===== src/phy_access_consts.svh =====
// Offsets, field positions, reset values and link request codes
// Assumes byte addresses on a 32-bit register bus
`ifndef PHY_ACCESS_CONSTS_SVH
`define PHY_ACCESS_CONSTS_SVH
// Register byte offsets
`define OFF_PHY_ACCESS 8'h00
`define OFF_NODE_IDENT 8'h04
`define OFF_EVT_STATUS 8'h08
`define OFF_EVT_CLEAR 8'h0C
`define OFF_EVT_ENABLE 8'h10
// Access register fields
`define F_RD_DONE 31
`define F_RD_ADDR_HI 27
`define F_RD_ADDR_LO 24
`define F_RD_DATA_HI 23
`define F_RD_DATA_LO 16
`define F_RD_REQ 15
`define F_WR_REQ 14
`define F_REG_ADDR_HI 11
`define F_REG_ADDR_LO 8
`define F_WR_DATA_HI 7
`define F_WR_DATA_LO 0
// Node identity register fields
`define F_ID_VALID 31
`define F_ROOT 30
`define F_CPS 27
`define F_BUS_HI 15
`define F_BUS_LO 6
`define F_NODE_HI 5
`define F_NODE_LO 0
`define BUS_NUM_RST 10'h3FF
// Contents of PHY register 0
`define R0_ID_HI 7
`define R0_ID_LO 2
`define R0_ROOT 1
`define R0_CPS 0
// Event bits
`define EVT_W 2
`define EVT_REG_RCVD 0
`define EVT_REG0_RPT 1
// Link request frames
`define LREQ_RD_TYPE 3'h4
`define LREQ_WR_TYPE 3'h5
`define LREQ_RD_LEN 5'h09
`define LREQ_WR_LEN 5'h11
`endif


===== src/phy_access_pkg.sv =====
// Types shared by the PHY register access unit
// Assumes nothing of its surroundings
package phy_access_pkg;
  typedef enum logic [1:0] {LREQ_IDLE = 2'b00, LREQ_SHIFT = 2'b01} lreq_state_type;
  typedef logic [3:0] phy_addr_type;
  typedef logic [7:0] phy_data_type;
  typedef enum logic [2:0] {
    SEL_ACCESS = 3'h0, SEL_NODE = 3'h1, SEL_STATUS = 3'h2,
    SEL_CLEAR = 3'h3, SEL_ENABLE = 3'h4, SEL_NONE = 3'h7
  } reg_sel_type;
endpackage


===== src/phy_req_if.sv =====
// Request channel from register file to link request serializer
// Assumes both ends share one clock
`timescale 1ns/1ps
`default_nettype none
interface phy_req_if import phy_access_pkg::*; ();
  logic valid;
  logic write;
  phy_addr_type addr;
  phy_data_type data;
  logic busy;
  logic sent;
  modport ctrl(output valid, output write, output addr, output data, input busy, input sent);
  modport ser(input valid, input write, input addr, input data, output busy, output sent);
endinterface
`default_nettype wire


===== src/lreq_serializer.sv =====
// Shifts PHY register read and write requests out on the link request pin
// Assumes a request stays valid until sent is seen
`timescale 1ns/1ps
`default_nettype none
`include "phy_access_consts.svh"
module lreq_serializer import phy_access_pkg::*; (
  input wire logic i_core_clk,
  input wire logic i_rst_b,
  phy_req_if.ser req,
  output logic o_lreq
);
  lreq_state_type state_r;
  logic [16:0] shift_r;
  logic [4:0] cnt_r;

  always_ff @(posedge i_core_clk or negedge i_rst_b) begin
    if (!i_rst_b) begin
      state_r <= LREQ_IDLE;
      shift_r <= '0;
      cnt_r <= '0;
    end else begin
      unique case (state_r)
        LREQ_IDLE: begin
          if (req.valid) begin
            state_r <= LREQ_SHIFT;
            if (req.write) begin
              shift_r <= {1'b1, `LREQ_WR_TYPE, req.addr, req.data, 1'b0};
              cnt_r <= `LREQ_WR_LEN;
            end else begin
              shift_r <= {1'b1, `LREQ_RD_TYPE, req.addr, 1'b0, 8'h00};
              cnt_r <= `LREQ_RD_LEN;
            end
          end
        end
        LREQ_SHIFT: begin
          cnt_r <= cnt_r - 5'h01;
          if (cnt_r == 5'h01) begin
            state_r <= LREQ_IDLE;
            shift_r <= '0;
          end else begin
            shift_r <= {shift_r[15:0], 1'b0};
          end
        end
        default: state_r <= LREQ_IDLE;
      endcase
    end
  end

  assign o_lreq = shift_r[16];
  assign req.busy = (state_r == LREQ_SHIFT);
  assign req.sent = (state_r == LREQ_SHIFT) && (cnt_r == 5'h01);

  a_read_frame_len: assert property (@(posedge i_core_clk) disable iff (!i_rst_b)
    (state_r == LREQ_IDLE && req.valid && !req.write) |=> !req.sent [*8] ##1 req.sent)
    else $error("read request frame length wrong");
  a_read_no_data: assert property (@(posedge i_core_clk) disable iff (!i_rst_b)
    (state_r == LREQ_IDLE && req.valid && !req.write) |=> shift_r[8:0] == 9'h000)
    else $error("write value shifted in a read frame");
  a_write_frame_len: assert property (@(posedge i_core_clk) disable iff (!i_rst_b)
    (state_r == LREQ_IDLE && req.valid && req.write) |-> ##17 req.sent)
    else $error("write request frame length wrong");
endmodule
`default_nettype wire


===== src/evt_irq.sv =====
// Sticky event status, enable mask and level interrupt
// Assumes set pulses and write strobes last one cycle
`timescale 1ns/1ps
`default_nettype none
module evt_irq #(
  parameter int W = 2
) (
  input wire logic i_core_clk,
  input wire logic i_rst_b,
  input wire logic [W-1:0] i_set,
  input wire logic i_clr_wr,
  input wire logic i_en_wr,
  input wire logic [W-1:0] i_wdata,
  output logic [W-1:0] o_status,
  output logic [W-1:0] o_enable,
  output logic o_irq
);
  genvar g;
  generate
    for (g = 0; g < W; g++) begin : g_bit
      always_ff @(posedge i_core_clk or negedge i_rst_b) begin
        if (!i_rst_b) begin
          o_status[g] <= 1'b0;
        end else if (i_set[g]) begin
          o_status[g] <= 1'b1;
        end else if (i_clr_wr && i_wdata[g]) begin
          o_status[g] <= 1'b0;
        end
      end
    end
  endgenerate

  always_ff @(posedge i_core_clk or negedge i_rst_b) begin
    if (!i_rst_b) begin
      o_enable <= '0;
    end else if (i_en_wr) begin
      o_enable <= i_wdata;
    end
  end

  always_ff @(posedge i_core_clk or negedge i_rst_b) begin
    if (!i_rst_b) begin
      o_irq <= 1'b0;
    end else begin
      o_irq <= |(o_status & o_enable);
    end
  end

  a_irq_level: assert property (@(posedge i_core_clk) disable iff (!i_rst_b)
    |(o_status & o_enable) |=> o_irq)
    else $error("interrupt not raised for enabled event");
endmodule
`default_nettype wire


===== src/phy_register_access.sv =====
// PHY register access unit: APB register file, link request and status capture
// Assumes PHY status transfers arrive decoded as one-cycle pulses
// Function
// - Read bit clears after request sent
// - Returned register sets done, then event
// - Store returned address and value
// - Write bit clears after request sent
// - Register 0 while pending updates both
// - Register 0 while idle updates identity only
// - Explicit register 0 read updates both
// - Request bit set clears done flag
// - Write value ignored on reads
// - Request bits reset to zero
// - Full PHY register map addressable
// - Node number loaded from PHY report
//
// The implementer's own choices: register access over APB and the register addresses.
`timescale 1ns/1ps
`default_nettype none
`include "phy_access_consts.svh"
module phy_register_access import phy_access_pkg::*; #(
  parameter int AW = 8
) (
  // Clock and reset
  input wire logic i_core_clk,
  input wire logic i_rst_b,
  // APB slave
  input wire logic i_psel,
  input wire logic i_penable,
  input wire logic i_pwrite,
  input wire logic [AW-1:0] i_paddr,
  input wire logic [31:0] i_pwdata,
  output logic [31:0] o_prdata,
  output logic o_pready,
  output logic o_pslverr,
  // PHY link
  output logic o_lreq,
  input wire logic i_stat_valid,
  input wire logic [3:0] i_stat_addr,
  input wire logic [7:0] i_stat_data,
  // Interrupt
  output logic o_irq
);
  logic rst_meta_r;
  logic rst_sync_r;
  logic rst_b;
  logic pready_r;
  logic pslverr_r;
  logic [31:0] prdata_r;
  logic rd_r;
  logic wr_r;
  logic await_r;
  logic rd_done_r;
  phy_addr_type rd_addr_r;
  phy_data_type rd_data_r;
  phy_addr_type reg_addr_r;
  phy_data_type wr_data_r;
  logic [9:0] bus_num_r;
  logic [5:0] node_num_r;
  logic id_valid_r;
  logic root_r;
  logic cps_r;
  logic rcv_evt_r;
  logic reg0_evt_r;
  logic [`EVT_W-1:0] evt_status;
  logic [`EVT_W-1:0] evt_enable;
  logic [31:0] access_word;
  logic [31:0] node_word;
  logic [31:0] rd_word;
  reg_sel_type sel;
  logic access_done;
  logic wr_en;
  logic acc_wr;
  logic req_busy;
  logic req_bits;
  logic pending;
  logic take_access;
  logic reg0_rpt;

  phy_req_if preq ();

  function automatic reg_sel_type reg_sel(input logic [AW-1:0] a);
    unique case (a)
      AW'(`OFF_PHY_ACCESS): reg_sel = SEL_ACCESS;
      AW'(`OFF_NODE_IDENT): reg_sel = SEL_NODE;
      AW'(`OFF_EVT_STATUS): reg_sel = SEL_STATUS;
      AW'(`OFF_EVT_CLEAR): reg_sel = SEL_CLEAR;
      AW'(`OFF_EVT_ENABLE): reg_sel = SEL_ENABLE;
      default: reg_sel = SEL_NONE;
    endcase
  endfunction

  // Reset release through two stages
  always_ff @(posedge i_core_clk or negedge i_rst_b) begin
    if (!i_rst_b) begin
      rst_meta_r <= 1'b0;
      rst_sync_r <= 1'b0;
    end else begin
      rst_meta_r <= 1'b1;
      rst_sync_r <= rst_meta_r;
    end
  end
  assign rst_b = rst_sync_r;

  // APB decode; one wait state in every access phase
  assign sel = reg_sel(i_paddr);
  assign access_done = i_psel && i_penable && pready_r;
  assign wr_en = access_done && i_pwrite;
  assign acc_wr = wr_en && (sel == SEL_ACCESS);
  assign req_busy = rd_r || wr_r;
  assign req_bits = i_pwdata[`F_RD_REQ] || i_pwdata[`F_WR_REQ];

  always_ff @(posedge i_core_clk or negedge rst_b) begin
    if (!rst_b) begin
      pready_r <= 1'b0;
      pslverr_r <= 1'b0;
      prdata_r <= '0;
    end else begin
      pready_r <= i_psel && i_penable && !pready_r;
      pslverr_r <= i_psel && i_penable && !pready_r && (sel == SEL_NONE);
      if (i_psel && i_penable && !pready_r && !i_pwrite) begin
        prdata_r <= rd_word;
      end
    end
  end
  assign o_pready = pready_r;
  assign o_pslverr = pslverr_r;
  assign o_prdata = prdata_r;

  always_comb begin
    access_word = '0;
    access_word[`F_RD_DONE] = rd_done_r;
    access_word[`F_RD_ADDR_HI:`F_RD_ADDR_LO] = rd_addr_r;
    access_word[`F_RD_DATA_HI:`F_RD_DATA_LO] = rd_data_r;
    access_word[`F_RD_REQ] = rd_r;
    access_word[`F_WR_REQ] = wr_r;
    access_word[`F_REG_ADDR_HI:`F_REG_ADDR_LO] = reg_addr_r;
    access_word[`F_WR_DATA_HI:`F_WR_DATA_LO] = wr_data_r;
  end

  always_comb begin
    node_word = '0;
    node_word[`F_ID_VALID] = id_valid_r;
    node_word[`F_ROOT] = root_r;
    node_word[`F_CPS] = cps_r;
    node_word[`F_BUS_HI:`F_BUS_LO] = bus_num_r;
    node_word[`F_NODE_HI:`F_NODE_LO] = node_num_r;
  end

  always_comb begin
    rd_word = '0;
    unique case (sel)
      SEL_ACCESS: rd_word = access_word;
      SEL_NODE: rd_word = node_word;
      SEL_STATUS: rd_word[`EVT_W-1:0] = evt_status;
      SEL_ENABLE: rd_word[`EVT_W-1:0] = evt_enable;
      SEL_CLEAR: rd_word = '0;
      SEL_NONE: rd_word = '0;
    endcase
  end

  // Request bits; a new request is taken only when none is outstanding
  always_ff @(posedge i_core_clk or negedge rst_b) begin
    if (!rst_b) begin
      rd_r <= 1'b0;
      wr_r <= 1'b0;
    end else if (preq.sent) begin
      rd_r <= 1'b0;
      wr_r <= 1'b0;
    end else if (acc_wr && !req_busy) begin
      rd_r <= i_pwdata[`F_RD_REQ];
      wr_r <= i_pwdata[`F_WR_REQ] && !i_pwdata[`F_RD_REQ];
    end
  end

  // Address and value frozen while a request is shifted out
  always_ff @(posedge i_core_clk or negedge rst_b) begin
    if (!rst_b) begin
      reg_addr_r <= '0;
      wr_data_r <= '0;
    end else if (acc_wr && !req_busy) begin
      reg_addr_r <= i_pwdata[`F_REG_ADDR_HI:`F_REG_ADDR_LO];
      wr_data_r <= i_pwdata[`F_WR_DATA_HI:`F_WR_DATA_LO];
    end
  end

  // Read sent, answer not yet back
  always_ff @(posedge i_core_clk or negedge rst_b) begin
    if (!rst_b) begin
      await_r <= 1'b0;
    end else if (preq.sent && rd_r) begin
      await_r <= 1'b1;
    end else if (i_stat_valid && (i_stat_addr == reg_addr_r)) begin
      await_r <= 1'b0;
    end else if (acc_wr && !req_busy && req_bits) begin
      await_r <= 1'b0;
    end
  end

  assign pending = rd_r || wr_r || await_r;
  assign reg0_rpt = i_stat_valid && (i_stat_addr == 4'h0);
  // Register 0 reaches the access register only while a request is pending
  assign take_access = i_stat_valid && ((i_stat_addr != 4'h0) || pending);

  // Received register capture
  always_ff @(posedge i_core_clk or negedge rst_b) begin
    if (!rst_b) begin
      rd_addr_r <= '0;
      rd_data_r <= '0;
    end else if (take_access) begin
      rd_addr_r <= i_stat_addr;
      rd_data_r <= i_stat_data;
    end
  end

  // Done flag; a received register wins over a clearing write
  always_ff @(posedge i_core_clk or negedge rst_b) begin
    if (!rst_b) begin
      rd_done_r <= 1'b0;
    end else if (take_access) begin
      rd_done_r <= 1'b1;
    end else if (acc_wr && req_bits) begin
      rd_done_r <= 1'b0;
    end
  end

  // Receive pulse rises with the done flag, register 0 pulse with the node fields; status bits follow one cycle later
  always_ff @(posedge i_core_clk or negedge rst_b) begin
    if (!rst_b) begin
      rcv_evt_r <= 1'b0;
      reg0_evt_r <= 1'b0;
    end else begin
      rcv_evt_r <= take_access;
      reg0_evt_r <= reg0_rpt;
    end
  end

  // Node identity from register 0 reports
  always_ff @(posedge i_core_clk or negedge rst_b) begin
    if (!rst_b) begin
      node_num_r <= '0;
      id_valid_r <= 1'b0;
      root_r <= 1'b0;
      cps_r <= 1'b0;
    end else if (reg0_rpt) begin
      node_num_r <= i_stat_data[`R0_ID_HI:`R0_ID_LO];
      id_valid_r <= 1'b1;
      root_r <= i_stat_data[`R0_ROOT];
      cps_r <= i_stat_data[`R0_CPS];
    end
  end

  always_ff @(posedge i_core_clk or negedge rst_b) begin
    if (!rst_b) begin
      bus_num_r <= `BUS_NUM_RST;
    end else if (wr_en && (sel == SEL_NODE)) begin
      bus_num_r <= i_pwdata[`F_BUS_HI:`F_BUS_LO];
    end
  end

  assign preq.valid = rd_r || wr_r;
  assign preq.write = wr_r;
  assign preq.addr = reg_addr_r;
  assign preq.data = wr_data_r;

  lreq_serializer u_lreq (
    .i_core_clk(i_core_clk),
    .i_rst_b(rst_b),
    .req(preq.ser),
    .o_lreq(o_lreq)
  );

  evt_irq #(.W(`EVT_W)) u_irq (
    .i_core_clk(i_core_clk),
    .i_rst_b(rst_b),
    .i_set({reg0_evt_r, rcv_evt_r}),
    .i_clr_wr(wr_en && (sel == SEL_CLEAR)),
    .i_en_wr(wr_en && (sel == SEL_ENABLE)),
    .i_wdata(i_pwdata[`EVT_W-1:0]),
    .o_status(evt_status),
    .o_enable(evt_enable),
    .o_irq(o_irq)
  );

  // Request bits held until the frame is out
  a_rd_clear_sent: assert property (@(posedge i_core_clk) disable iff (!rst_b)
    (preq.sent && rd_r) |=> !rd_r && await_r)
    else $error("read bit not cleared after send");
  a_rd_held: assert property (@(posedge i_core_clk) disable iff (!rst_b)
    (rd_r && !preq.sent) |=> rd_r)
    else $error("read bit cleared before send");
  a_req_held_frame: assert property (@(posedge i_core_clk) disable iff (!rst_b)
    preq.busy |-> req_busy)
    else $error("request bit dropped during frame");
  a_wr_clear_sent: assert property (@(posedge i_core_clk) disable iff (!rst_b)
    (preq.sent && wr_r) |=> !wr_r)
    else $error("write bit not cleared after send");
  a_wr_held: assert property (@(posedge i_core_clk) disable iff (!rst_b)
    (wr_r && !preq.sent) |=> wr_r)
    else $error("write bit cleared before send");
  a_done_then_evt: assert property (@(posedge i_core_clk) disable iff (!rst_b)
    take_access |=> rd_done_r && rcv_evt_r ##1 evt_status[`EVT_REG_RCVD])
    else $error("done flag or event missing");
  a_capture_fields: assert property (@(posedge i_core_clk) disable iff (!rst_b)
    take_access |=> rd_addr_r == $past(i_stat_addr) && rd_data_r == $past(i_stat_data))
    else $error("returned register not captured");
  a_reg0_idle_only: assert property (@(posedge i_core_clk) disable iff (!rst_b)
    (reg0_rpt && !pending) |=> $stable(rd_data_r) && $stable(rd_addr_r) && !$rose(rd_done_r)
    && node_num_r == $past(i_stat_data[`R0_ID_HI:`R0_ID_LO]))
    else $error("idle register 0 report touched access register");
  a_reg0_pending_both: assert property (@(posedge i_core_clk) disable iff (!rst_b)
    (reg0_rpt && pending) |=> rd_data_r == $past(i_stat_data)
    && node_num_r == $past(i_stat_data[`R0_ID_HI:`R0_ID_LO]) && id_valid_r)
    else $error("pending register 0 report not routed to both");
  a_explicit_reg0: assert property (@(posedge i_core_clk) disable iff (!rst_b)
    (reg0_rpt && await_r && reg_addr_r == 4'h0) |=> rd_done_r && rd_addr_r == 4'h0 && id_valid_r)
    else $error("explicit register 0 read not delivered");
  // Node fields follow every register 0 report
  a_node_from_report: assert property (@(posedge i_core_clk) disable iff (!rst_b)
    reg0_rpt |=> id_valid_r && root_r == $past(i_stat_data[`R0_ROOT])
    && cps_r == $past(i_stat_data[`R0_CPS]))
    else $error("register 0 report not loaded into node fields");
  a_done_clear_req: assert property (@(posedge i_core_clk) disable iff (!rst_b)
    (acc_wr && req_bits && !take_access) |=> !rd_done_r)
    else $error("done flag not cleared by request");
  a_one_request: assert property (@(posedge i_core_clk) disable iff (!rst_b)
    !(rd_r && wr_r))
    else $error("read and write requests both set");
  a_req_frozen: assert property (@(posedge i_core_clk) disable iff (!rst_b)
    req_busy |=> $stable(reg_addr_r) && $stable(wr_data_r))
    else $error("request fields changed while outstanding");

  c_read_done: cover property (@(posedge i_core_clk) disable iff (!rst_b)
    (preq.sent && rd_r) ##[1:40] take_access);
  c_write_sent: cover property (@(posedge i_core_clk) disable iff (!rst_b) preq.sent && wr_r);
  c_reg0_idle: cover property (@(posedge i_core_clk) disable iff (!rst_b) reg0_rpt && !pending);
  c_reg0_pending: cover property (@(posedge i_core_clk) disable iff (!rst_b) reg0_rpt && pending);
  c_irq_raised: cover property (@(posedge i_core_clk) disable iff (!rst_b) $rose(o_irq));
endmodule
`default_nettype wire


===== config.mk =====
export PLATFORM = sky130hd
export DESIGN_NAME = phy_register_access
export DESIGN_NICKNAME = d
export VERILOG_FILES = /design/src/phy_access_pkg.sv /design/src/phy_req_if.sv /design/src/lreq_serializer.sv /design/src/evt_irq.sv /design/src/phy_register_access.sv
export VERILOG_INCLUDE_DIRS = /design/src
export SDC_FILE = /design/constraint.sdc
export NUM_CORES = 1
export LEC_CHECK = 0
export BUFFER_PORTS_ARGS = -buffer_cell sky130_fd_sc_hd__buf_2
export CORE_MARGIN = 10
export CORE_UTILIZATION = 45
export DETAILED_ROUTE_END_ITERATION = 12
export PLACE_DENSITY = 0.68
export SYNTH_ARGS = -nofsm -noshare
export SYNTH_HDL_FRONTEND = slang
export SYNTH_SLANG_ARGS = --single-unit

===== constraint.sdc =====
create_clock -name i_core_clk -period 4.3 [get_ports i_core_clk]
set_input_delay 0.43 -clock i_core_clk [delete_from_list [all_inputs] [get_ports i_core_clk]]
set_output_delay 0.43 -clock i_core_clk [all_outputs]
set_load 0.02 [all_outputs]

Word-level counts from Yosys, hierarchy flattened

Cells that the tools add are included.

Register bits after elaboration: 114
Latch bits: 0
Memory bits (writable): 0
ROM bits: 0
Bits of input ports: 58
Memories kept: 0

Add/subtract/negate cells: 1
Multipliers: 0
Divide/modulo/power cells: 0
Magnitude comparators: 0
Equal/unequal tests: 14
Shifts and indexed selects: 0
Mux-type cells: 26
Bitwise gates (word level): 1
Reductions and logical operators: 44

Operators with widths:

| cell                  | number |
|---|---|
| $pmux W30 S2          | 1 |
| $mux W17              | 2 |
| $pmux W17 S2          | 1 |
| $logic_and A1 B1 Y1   | 21 |
| $eq A8 B4 Y1 const B  | 2 |
| $pmux W3 S5           | 1 |
| $mux W14              | 1 |
| $mux W1               | 13 |
| $mux W5               | 2 |
| $pmux W2 S5           | 1 |
| $pmux W5 S2           | 1 |
| $reduce_bool A2 Y1    | 5 |
| $eq A8 B3 Y1 const B  | 1 |
| $eq A8 B5 Y1 const B  | 1 |
| $logic_not A8 Y1      | 1 |
| $eq A3 B2 Y1 const B  | 2 |
| $eq A3 B3 Y1 const B  | 2 |
| $eq A5 B1 Y1 const B  | 1 |
| $sub A5 B1 Y5 const B | 1 |
| $eq A4 B4 Y1          | 1 |
| $logic_not A1 Y1      | 4 |
| $logic_not A4 Y1      | 1 |
| $logic_or A1 B1 Y1    | 4 |
| $mux W2               | 2 |
| other kinds (12)      | 14 |

Depth between registers and ports, before layout

Gate-level depths: netlist (run 1).

Word-level depth: 9
Gate-level depth with buffers: 6

By module

A second synthesis (run 1) with hierarchy kept.

Cells, all modules: 395
Area, all modules: 4718.3 um^2

Modules (own cells, without submodules):

| module              | times used | cells each | area an instance (um^2) | sequential area each (um^2) |
|---|---|---|---|---|
| phy_register_access | 1          | 276        | 3442.1                  | 2089.5 |
| lreq_serializer     | 1          | 107        | 1089.8                  | 550.5 |
| evt_irq             | 1          | 12         | 186.4                   | 125.1 |

Worst setup path after synthesis (run 1)

Ideal clock, no wire load.

Kind: in2reg
From: input port i_paddr[1]
To: register bus_num_r[0]
Library setup time: 0.082 ns
Arrival time: 2.115 ns
Setup slack: 2.102 ns
Stages: 5
Path buffers: 1
Cells stage by stage: or3_4 -> or4_4 -> or3_1 -> buf_6 -> mux2_4

Cells in the longest elaborated chain, start to end: 4

RTL lines:

| item                                       | RTL line                   | RTL |
|---|---|---|
| start, declared                            | phy_register_access.sv:31  | `input wire logic [AW-1:0] i_paddr,` |
| $eq A8 B5 Y1, or another cell as far along | phy_register_access.sv:83  | `unique case (a)` |
| $pmux W3 S5 *                              | phy_register_access.sv:83  |  |
| $eq A3 B1 Y1 *                             | phy_register_access.sv:256 | `end else if (wr_en && (sel == SEL_NODE)) begin` |
| $logic_and A1 B1 Y1 *                      | phy_register_access.sv:256 |  |
| end signal, assigned                       | phy_register_access.sv:255 | `` bus_num_r <= `BUS_NUM_RST; `` |
| end signal, assigned                       | phy_register_access.sv:257 | `` bus_num_r <= i_pwdata[`F_BUS_HI:`F_BUS_LO]; `` |
| end, declared                              | phy_register_access.sv:58  | `logic [9:0] bus_num_r;` |

Every way passes the cells marked *; elsewhere a longest branch is shown, timed or not.
A chain may end at the register's enable or synchronous reset.

Worst setup path after layout (run 1)

From: input port i_paddr[1]
To: register bus_num_r[3]

Same word-level chain as after synthesis.

==> impl_metrics.env, run 1 <==
export IMPL_cts_sinks=110
export IMPL_crit_path_start="i_paddr[1]"
export IMPL_critPathLaunchType="input pin"
export IMPL_final_common_cell="dfrtp_1"
export IMPL_slew_viol_final=0
export IMPL_holdWs_ns=0.289
export IMPL_holdPathStages=2
export IMPL_route_detailed_drc=0
export IMPL_grt_max_degree=75
export IMPL_vias=3156
export IMPL_ant_nets=0
export IMPL_period_minus_slack_ns=2.26
export IMPL_ys_ff_latch=110
export IMPL_insertion_delay_ns=0.36
export IMPL_ir_worst_vdd_v=0.000274
export IMPL_status="finished clean"
export IMPL_synth_edff_count=0
export IMPL_first_pass_iters=5
export IMPL_synth_top_cell_by_area="dfrtp_1"
export IMPL_crit_fanout=10
export IMPL_diodes=0
export IMPL_reg2reg_from="o_pready"
export IMPL_reg2regPathDepth=4
export IMPL_post_place_ws_ns=1.66
export IMPL_die_area_sq_um=14700
export IMPL_timing_final_crit_share_pct=52.6
export IMPL_synth_top_area_share_pct=54.3
export IMPL_cts_buffers=9
export IMPL_row_count=36
export IMPL_p_per_area_nw_per_um2=354
export IMPL_cp_required_ns=4.59
export IMPL_drv_cap=0
export IMPL_synth_area_sq_um=4610
export IMPL_syn_mean_instance_area_sq_um=12.3
export IMPL_stdcell_area_sq_um=5310
export IMPL_clkTransAtPathRegs_ns=0.10
export IMPL_yosysSeqAreaShare_pct=60.0
export IMPL_core_area_sq_um=9860
export IMPL_end_kind="flip-flop"
export IMPL_synth_async_reset_ratio_pct=100
export IMPL_ys_types=45
export IMPL_hp_class="in2reg"
export IMPL_max_stage_delay_ns=0.68
export IMPL_clockBufferDepth=2
export IMPL_grt_setup_unrepaired="no"
export IMPL_place_congestion=0.779
export IMPL_io_buffer_count=75
export IMPL_wl_per_cell_um=18.0
export IMPL_avgViaCountPerCell=5.36
export IMPL_cts_setup_buffers=0
export IMPL_synth_main_ff_cell="dfrtp_1"
export IMPL_htreeDepth=3
export IMPL_p_leak_nw=2.62
export IMPL_skew_ns=0.0158
export IMPL_hpwlAfterDp_um=7480
export IMPL_track_usage_pct=14.8
export IMPL_synth_area_leaders="dfrtp_1 (54%), mux2_2 (7.8%), dfstp_2 (5.7%)"
export IMPL_hold_viol_final=0
export IMPL_antenna_found_initial=0
export IMPL_final_cell_mix="dfrtp_1 (99), buf_2 (75), nand2_1 (40)"
export IMPL_critPathArrivalTime_ns=2.55
export IMPL_root_buffer="clkbuf_8"
export IMPL_dieHeight_um=121
export IMPL_cts_tree="done"
export IMPL_setup_viol=0
export IMPL_final_layout_size_suffix_gt1_share_pct=34.2
export IMPL_ys_warn_count=0
export IMPL_fill_cells=882
export IMPL_worst_path_max_delay_cell="or3_1"
export IMPL_fmax_mhz=442
export IMPL_syn_inst=376
export IMPL_setup_worst_path_class="in2reg"
export IMPL_final_nets=511
export IMPL_regToRegSetupSlack_ns=2.06
export IMPL_hold_end="u_irq.o_status[1]"
export IMPL_drt_first_iter_violations=265
export IMPL_routed_wl_um=10600
export IMPL_synthToLayoutAreaGrowth_pct=15.3
export IMPL_r2r_end="bus_num_r[3]"
export IMPL_fp_dieW_um=121
export IMPL_io_pins=94
export IMPL_start_util_pct=46.7
export IMPL_hp_start="i_pwdata[1]"
export IMPL_worst_slack_ns=2.04
export IMPL_setup_tns_final_ns=0
export IMPL_slew_headroom_pct=22.9
export IMPL_grt_remaining_overflow=0
export IMPL_path_cells="buf_2, or3_4, or4_4, or3_1, mux2_4"
export IMPL_grt_pass1_wl_um=17400
export IMPL_tightest_slew_ns=1.15
export IMPL_grt_pass1_vias=3322
export IMPL_place_area_sq_um=5110
-- worst max-delay path, delay by kind of cell --
| family | cells | cell delay (ns) |
|---|---|---|
| buf+inv | 1 | 0.10 |
| mux | 1 | 0.42 |
| simple gates | 3 | 1.59 |
-- metrics by stage --
stage,std cells,total power [mW],utilization (%)
6_report,589,1.88,53.9
5_1_grt,589,1.97,53.9
4_1_cts,589,1.90,53.9
3_5_place_dp,572,1.29,51.8
3_3_place_gp,572,1.28,51.8
2_1_floorplan,377,1.23,-
-- worst max path at each step --
stage / cells after the start / end / slack, ns
5_1_grt: 3 / u_lreq.shift_r[8] / 1.83
6_report: 5 / bus_num_r[3] / 2.04
2_1_floorplan: 0 / await_r / 1.03
3_3_place_gp: 5 / bus_num_r[4] / 1.69
4_1_cts: 4 / bus_num_r[3] / 2.04
3_5_place_dp: 5 / bus_num_r[3] / 1.66
-- registers in the layout (all words and copies together) (netlist names), 4 cells and up --
signal and count:
node_num_r 6, u_lreq.shift_r 16, u_lreq.cnt_r 5, preq.addr 4, rd_addr_r 4, rd_data_r 8
preq.data 8, o_prdata 30, bus_num_r 10
-- cell usage after synthesis (3+ instances only) --
library cell / count
a22o_1: 16
dfrtp_1: 100
nor2_1: 24
buf_2: 4
xor2_1: 5
o31ai_1: 3
and2_1: 11
mux2_2: 32
inv_1: 9
mux2i_1: 5
a221o_1: 14
a31oi_1: 3
dfstp_2: 10
nor3_1: 7
o21ai_0: 19
a21oi_1: 13
and2_0: 3
nand2_1: 40
clkbuf_1: 11
mux2_4: 10
or3_1: 3
-- logic make-up after synthesis --
group	count (synthesis)	synth area share [%]
muxes	47	12.2
adders and majority gates	2	0.543
xor gates and xnor gates	6	1.14
buffers and inverters	27	2.63
other	2	0.163
AOI/OAI and AO/OA	77	12.1
DFF	110	60.0
and+or+nand+nor	105	11.2
-- cell type report --
type	count	area, sq um	share of cell area (%)
Clock inverter	7	72.6	1.37
Tap cell	133	166	3.13
Sequential cell	110	2770	52.1
Multi-Input combinational cell	240	1720	32.5
Timing Repair Buffer	81	423	7.96
Clock buffer	9	124	2.33
Inverter	9	33.8	0.636
-- what timing repair did --
action / CTS / global route
hold endpoints to repair: 2 / 0
resized for setup: 0 / 0
hold buffers: 1 / 0
-- power breakdown --
part / internal [mW] / leakage (nW) / switching (mW) / total [mW]
Sequential: 1.09 / 1.43 / 0.0433 / 1.13
Combinational: 0.0658 / 1.10 / 0.0713 / 0.137
Clock: 0.271 / 0.0956 / 0.344 / 0.615
Total: 1.42 / 2.62 / 0.459 / 1.88
-- per-layer routing --
layer	wire (um)	vias up	GRT usage, %	part of all wire (%)
met2	5020	73	23.5	47
met5	0	-	0	0
met1	4940	1595	19.4	47
met3	552	8	3.68	5.2
met4	111	0	4.69	1.0
li1	-	1480	-	-
Note: power is estimated with default switching activity, not from simulation.
==> run 2, diff against run 1 <==
==> constraint.sdc (replaced) <==
create_clock -name i_core_clk -period 2.3 [get_ports i_core_clk]
set_input_delay 0.23 -clock i_core_clk [delete_from_list [all_inputs] [get_ports i_core_clk]]
set_output_delay 0.23 -clock i_core_clk [all_outputs]
set_load 0.02 [all_outputs]
==> impl_metrics.env, run 2 (synthesized netlist as in run 1, its figures left out) <==
export IMPL_grt_max_degree=109
export IMPL_dieHeight_um=121
export IMPL_worst_path_max_delay_cell="or4_4"
export IMPL_die_area_sq_um=14700
export IMPL_setup_tns_final_ns=0
export IMPL_fmax_mhz=511
export IMPL_row_count=36
export IMPL_status="finished clean"
export IMPL_grt_setup_unrepaired="no"
export IMPL_largest_register_ffs=30
export IMPL_p_per_area_nw_per_um2=655
export IMPL_reg2reg_from="o_pready"
export IMPL_hold_viol_final=0
export IMPL_ir_worst_vdd_v=0.000278
export IMPL_slew_viol_final=0
export IMPL_io_pins=94
export IMPL_critPathArrivalTime_ns=2.26
export IMPL_avgViaCountPerCell=5.32
export IMPL_path_cells="nand4_1, or4_4, or3_1, buf_12, mux2_4"
export IMPL_holdWs_ns=0.0842
export IMPL_ant_nets=0
export IMPL_regToRegSetupSlack_ns=0.34
export IMPL_max_stage_delay_ns=0.44
export IMPL_crit_path_end="bus_num_r[7]"
export IMPL_grt_remaining_overflow=0
export IMPL_drv_cap=0
export IMPL_cts_buffers=9
export IMPL_clockBufferDepth=2
export IMPL_core_area_sq_um=9860
export IMPL_io_buffer_count=75
export IMPL_slew_headroom_pct=60.0
export IMPL_final_layout_size_suffix_gt1_share_pct=35.2
export IMPL_routed_wl_um=10500
export IMPL_setup_viol=0
export IMPL_final_common_cell="dfrtp_1"
export IMPL_grt_pass1_wl_um=17300
export IMPL_stdcell_area_sq_um=5400
export IMPL_p_leak_nw=2.67
export IMPL_hpwlAfterDp_um=7450
export IMPL_place_area_sq_um=5200
export IMPL_finalPower_mw=3.54
export IMPL_route_detailed_drc=0
export IMPL_place_congestion=0.795
export IMPL_fin_util_pct=54.8
export IMPL_drt_first_iter_violations=232
export IMPL_start_util_pct=46.7
export IMPL_r2r_end="bus_num_r[7]"
export IMPL_crit_path_start="o_pready"
export IMPL_cts_sinks=110
export IMPL_track_usage_pct=14.7
export IMPL_first_pass_iters=4
export IMPL_fill_cells=861
export IMPL_met1_usage_pct=19.7
export IMPL_timing_final_crit_share_pct=85.2
export IMPL_multi_input_area_sq_um=1720
export IMPL_hp_class="in2reg"
export IMPL_setup_worst_path_class="reg2reg"
export IMPL_cp_required_ns=2.60
export IMPL_fp_dieW_um=121
export IMPL_grt_util_met3_pct=3.91
export IMPL_top_usage_layer="met2"
export IMPL_met2_usage_pct=22.5
export IMPL_tightest_slew_ns=0.598
export IMPL_synthToLayoutAreaGrowth_pct=17.3
export IMPL_grt_pass1_vias=3362
export IMPL_final_cell_mix="dfrtp_1 (99), buf_2 (75), nand2_1 (40)"
export IMPL_wl_per_cell_um=17.7
export IMPL_cts_tree="done"
export IMPL_clkTransAtPathRegs_ns=0.10
export IMPL_reg2regPathDepth=5
export IMPL_period_minus_slack_ns=1.96
export IMPL_skew_ns=0.00894
export IMPL_vias=3171
export IMPL_cts_resized=0
export IMPL_root_buffer="clkbuf_8"
export IMPL_final_nets=518
export IMPL_htreeDepth=3
export IMPL_diodes=0
export IMPL_critPathLaunchType="flip-flop"
export IMPL_insertion_delay_ns=0.37
export IMPL_antenna_found_initial=0
export IMPL_seq_area_sq_um=2770
export IMPL_crit_fanout=10
export IMPL_end_kind="flip-flop"
## run 2: cell types whose count changed in the layout (fill, tap and decap cells not counted)
cell,delta
buf_4,+4
buf_12,+3
clkinv_4,-1
inv_6,+1
## run 2: metal layers
layer	wire length [um]	vias up
met5	0	-
met1	4980	1574
li1	-	1495
met4	140	0
met2	4720	92
met3	673	10
## run 2: cell type report
class / instances / area share, %
inverter: 9 / 0.625
timing repair buffer: 88 / 9.50
multi-input combinational: 240 / 31.9
clock inverter: 7 / 1.34
clock buffer: 9 / 2.29
sequential: 110 / 51.3
tap: 133 / 3.08
## run 2: worst min-delay path by stage
stage / start / to / slack, ns / cells after the start
after floorplan: i_rst_b / rst_b / -0.07 / 0
after global placement: i_rst_b / rst_meta_r / 0.01 / 1
after detailed placement: i_rst_b / rst_meta_r / 0.02 / 1
after CTS: i_pwdata[1] / u_irq.o_status[1] / 0.07 / 2
after global routing: i_pwdata[1] / u_irq.o_status[1] / 0.07 / 2
final: i_pwdata[1] / u_irq.o_status[1] / 0.08 / 2
## run 2: critical path, delay by kind of cell (launching register included)
| kind | cells | cell delay, ns |
|---|---|---|
| buf+inv | 1 | 0.18 |
| mux | 1 | 0.30 |
| simple gates | 3 | 1.01 |
| flops | 1 | 0.42 |
## run 2: repair_timing
| action | in CTS | in global routing |
|---|---|---|
| buffers inserted | 0 | 0 |
| endpoints found under the hold margin | 2 | 0 |
| hold buffers | 1 | 0 |
## run 2: per-stage QoR
step,std cells,setup slack (ns)
2_1_floorplan,377,0.143
3_3_place_gp,579,0.128
3_5_place_dp,579,0.125
4_1_cts,596,0.351
5_1_grt,596,0.256
6_report,596,0.341
## run 2: power breakdown
part | internal [mW] | total (mW) | switching (mW)
clock | 0.508 | 1.17 | 0.661
sequential | 2.03 | 2.09 | 0.0564
combinational | 0.127 | 0.285 | 0.159
total | 2.66 | 3.54 | 0.877
==> run 3, diff against run 2 <==
--- a/config.mk
+++ b/config.mk
@@ -7,10 +7,12 @@
 export NUM_CORES = 1
 export LEC_CHECK = 0
 export BUFFER_PORTS_ARGS = -buffer_cell sky130_fd_sc_hd__buf_2
+export CORE_ASPECT_RATIO = 0.7
 export CORE_MARGIN = 10
 export CORE_UTILIZATION = 45
 export DETAILED_ROUTE_END_ITERATION = 12
 export PLACE_DENSITY = 0.68
+export RECOVER_POWER = 100
 export SYNTH_ARGS = -nofsm -noshare
 export SYNTH_HDL_FRONTEND = slang
 export SYNTH_SLANG_ARGS = --single-unit
==> impl_metrics.env, run 3 (synthesized netlist as in run 1, its figures left out) <==
export IMPL_critPathArrivalTime_ns=2.37
export IMPL_hpwlAfterDp_um=7790
export IMPL_insertion_delay_ns=0.34
export IMPL_worst_slack_ns=0.197
export IMPL_setup_viol=0
export IMPL_first_pass_iters=4
export IMPL_drv_cap=1
export IMPL_cts_setup_buffers=0
export IMPL_timing_final_crit_share_pct=91.4
export IMPL_cts_sinks=110
export IMPL_critPathLaunchType="flip-flop"
export IMPL_finalPower_mw=3.86
export IMPL_final_cell_mix="dfrtp_1 (100), clkbuf_1 (41), nand2_1 (40)"
export IMPL_hold_viol_final=0
export IMPL_fmax_mhz=476
export IMPL_max_stage_delay_ns=0.50
export IMPL_place_congestion=0.792
export IMPL_final_common_cell="dfrtp_1"
export IMPL_ir_worst_vdd_v=0.000337
export IMPL_io_pins=94
export IMPL_largest_register_ffs=30
export IMPL_end_kind="flip-flop"
export IMPL_grt_pass1_wl_um=17900
export IMPL_critPathBufInv=1
export IMPL_period_minus_slack_ns=2.10
export IMPL_track_usage_pct=14.9
export IMPL_status="finished with violations"
export IMPL_clockBufferDepth=2
export IMPL_htreeDepth=3
export IMPL_cts_tree="done"
export IMPL_grt_setup_unrepaired="no"
export IMPL_holdWs_ns=0.107
export IMPL_cp_required_ns=2.57
export IMPL_path_cells="nand4_1, or4_1, or3_1, clkbuf_4, mux2_1"
export IMPL_fp_dieW_um=141
export IMPL_worst_path_max_delay_cell="or4_1"
export IMPL_violations="max-capacitance violations, max-slew violations"
export IMPL_final_nets=517
export IMPL_grt_remaining_overflow=0
export IMPL_dieHeight_um=105
export IMPL_grt_pass1_vias=3392
export IMPL_ant_nets=0
export IMPL_io_buffer_count=75
export IMPL_start_util_pct=46.8
export IMPL_hp_class="in2reg"
export IMPL_fill_cells=885
export IMPL_core_area_sq_um=9830
export IMPL_p_leak_nw=2.53
export IMPL_tightest_slew_ns=1.74
export IMPL_wl_per_cell_um=18.3
export IMPL_post_place_ws_ns=0.0993
export IMPL_antenna_found_initial=1
export IMPL_slew_viol_final=43
export IMPL_p_per_area_nw_per_um2=717
export IMPL_route_detailed_drc=0
export IMPL_crit_fanout=10
export IMPL_setup_tns_final_ns=0
export IMPL_synthToLayoutAreaGrowth_pct=16.8
export IMPL_fin_util_pct=54.7
export IMPL_row_count=30
export IMPL_clkTransAtPathRegs_ns=0.07
export IMPL_root_buffer="clkbuf_16"
export IMPL_vias=3224
export IMPL_drt_first_iter_violations=213
export IMPL_cts_resized=0
export IMPL_die_area_sq_um=14700
export IMPL_routed_wl_um=10800
export IMPL_critPathTopFamily="simple AND/OR/NAND/NOR gates"
export IMPL_slew_headroom_pct=-15.9
export IMPL_final_layout_size_suffix_gt1_share_pct=24.7
export IMPL_grt_max_degree=44
export IMPL_avgViaCountPerCell=5.46
export IMPL_hold_buffers=1
export IMPL_skew_ns=0.0105
export IMPL_setup_worst_path_class="reg2reg"
export IMPL_cts_buffers=9
## run 3: changes by cell type in the layout (fill, tap and decap cells not counted), moves of 6 or more
cell / previous run / this run
buf_2: 75 / 39
buf_4: 9 / 3
clkbuf_16: 0 / 9
clkbuf_1: 0 / 41
clkbuf_8: 9 / 3
## run 3: area by class of cell
| cell class | count | area [sq um] | area share, % |
|---|---|---|---|
| timing repair buffer | 87 | 433 | 8.04 |
| tap | 128 | 160 | 2.98 |
| clock inverter | 1 | 5.00 | 0.0930 |
| antenna | 1 | 2.50 | 0.0465 |
| clock buffer | 15 | 278 | 5.16 |
| sequential | 110 | 2770 | 51.4 |
| inverter | 9 | 33.8 | 0.628 |
| multi-input combinational | 240 | 1700 | 31.7 |
## run 3: final timing paths
path,from,end,slack (ns),cells after the start
max in group asynchronous,rst_b,bus_num_r[6],0.46,1
worst min register to register,rst_meta_r,rst_b,0.35,0
min in group asynchronous,i_rst_b,rst_meta_r,0.19,2
worst min-delay path,i_pwdata[1],u_irq.o_status[1],0.11,2
worst max-delay path,o_pready,bus_num_r[3],0.20,5
worst max register to register,o_pready,bus_num_r[3],0.20,5
## run 3: through the flow
stage          instances  area [sq um]
2_1_floorplan        377          4610
3_3_place_gp         573          5180
3_5_place_dp         573          5180
4_1_cts              590          5480
5_1_grt              591          5380
6_report             591          5380
## run 3: power breakdown
part	switching, mW	leakage (nW)	internal (mW)
Sequential	0.0754	1.43	2.03
Combinational	0.146	0.959	0.126
Clock	0.655	0.140	0.824
Total	0.876	2.53	2.98
## run 3: layer usage
layer  share of wire (%)  up-vias  GRT usage (%)
li1                    -     1503              -
met1                  49     1614           19.8
met2                  42       98           21.4
met3                 8.6        9           7.15
met4                0.88        0           3.09
met5                   0        -              0
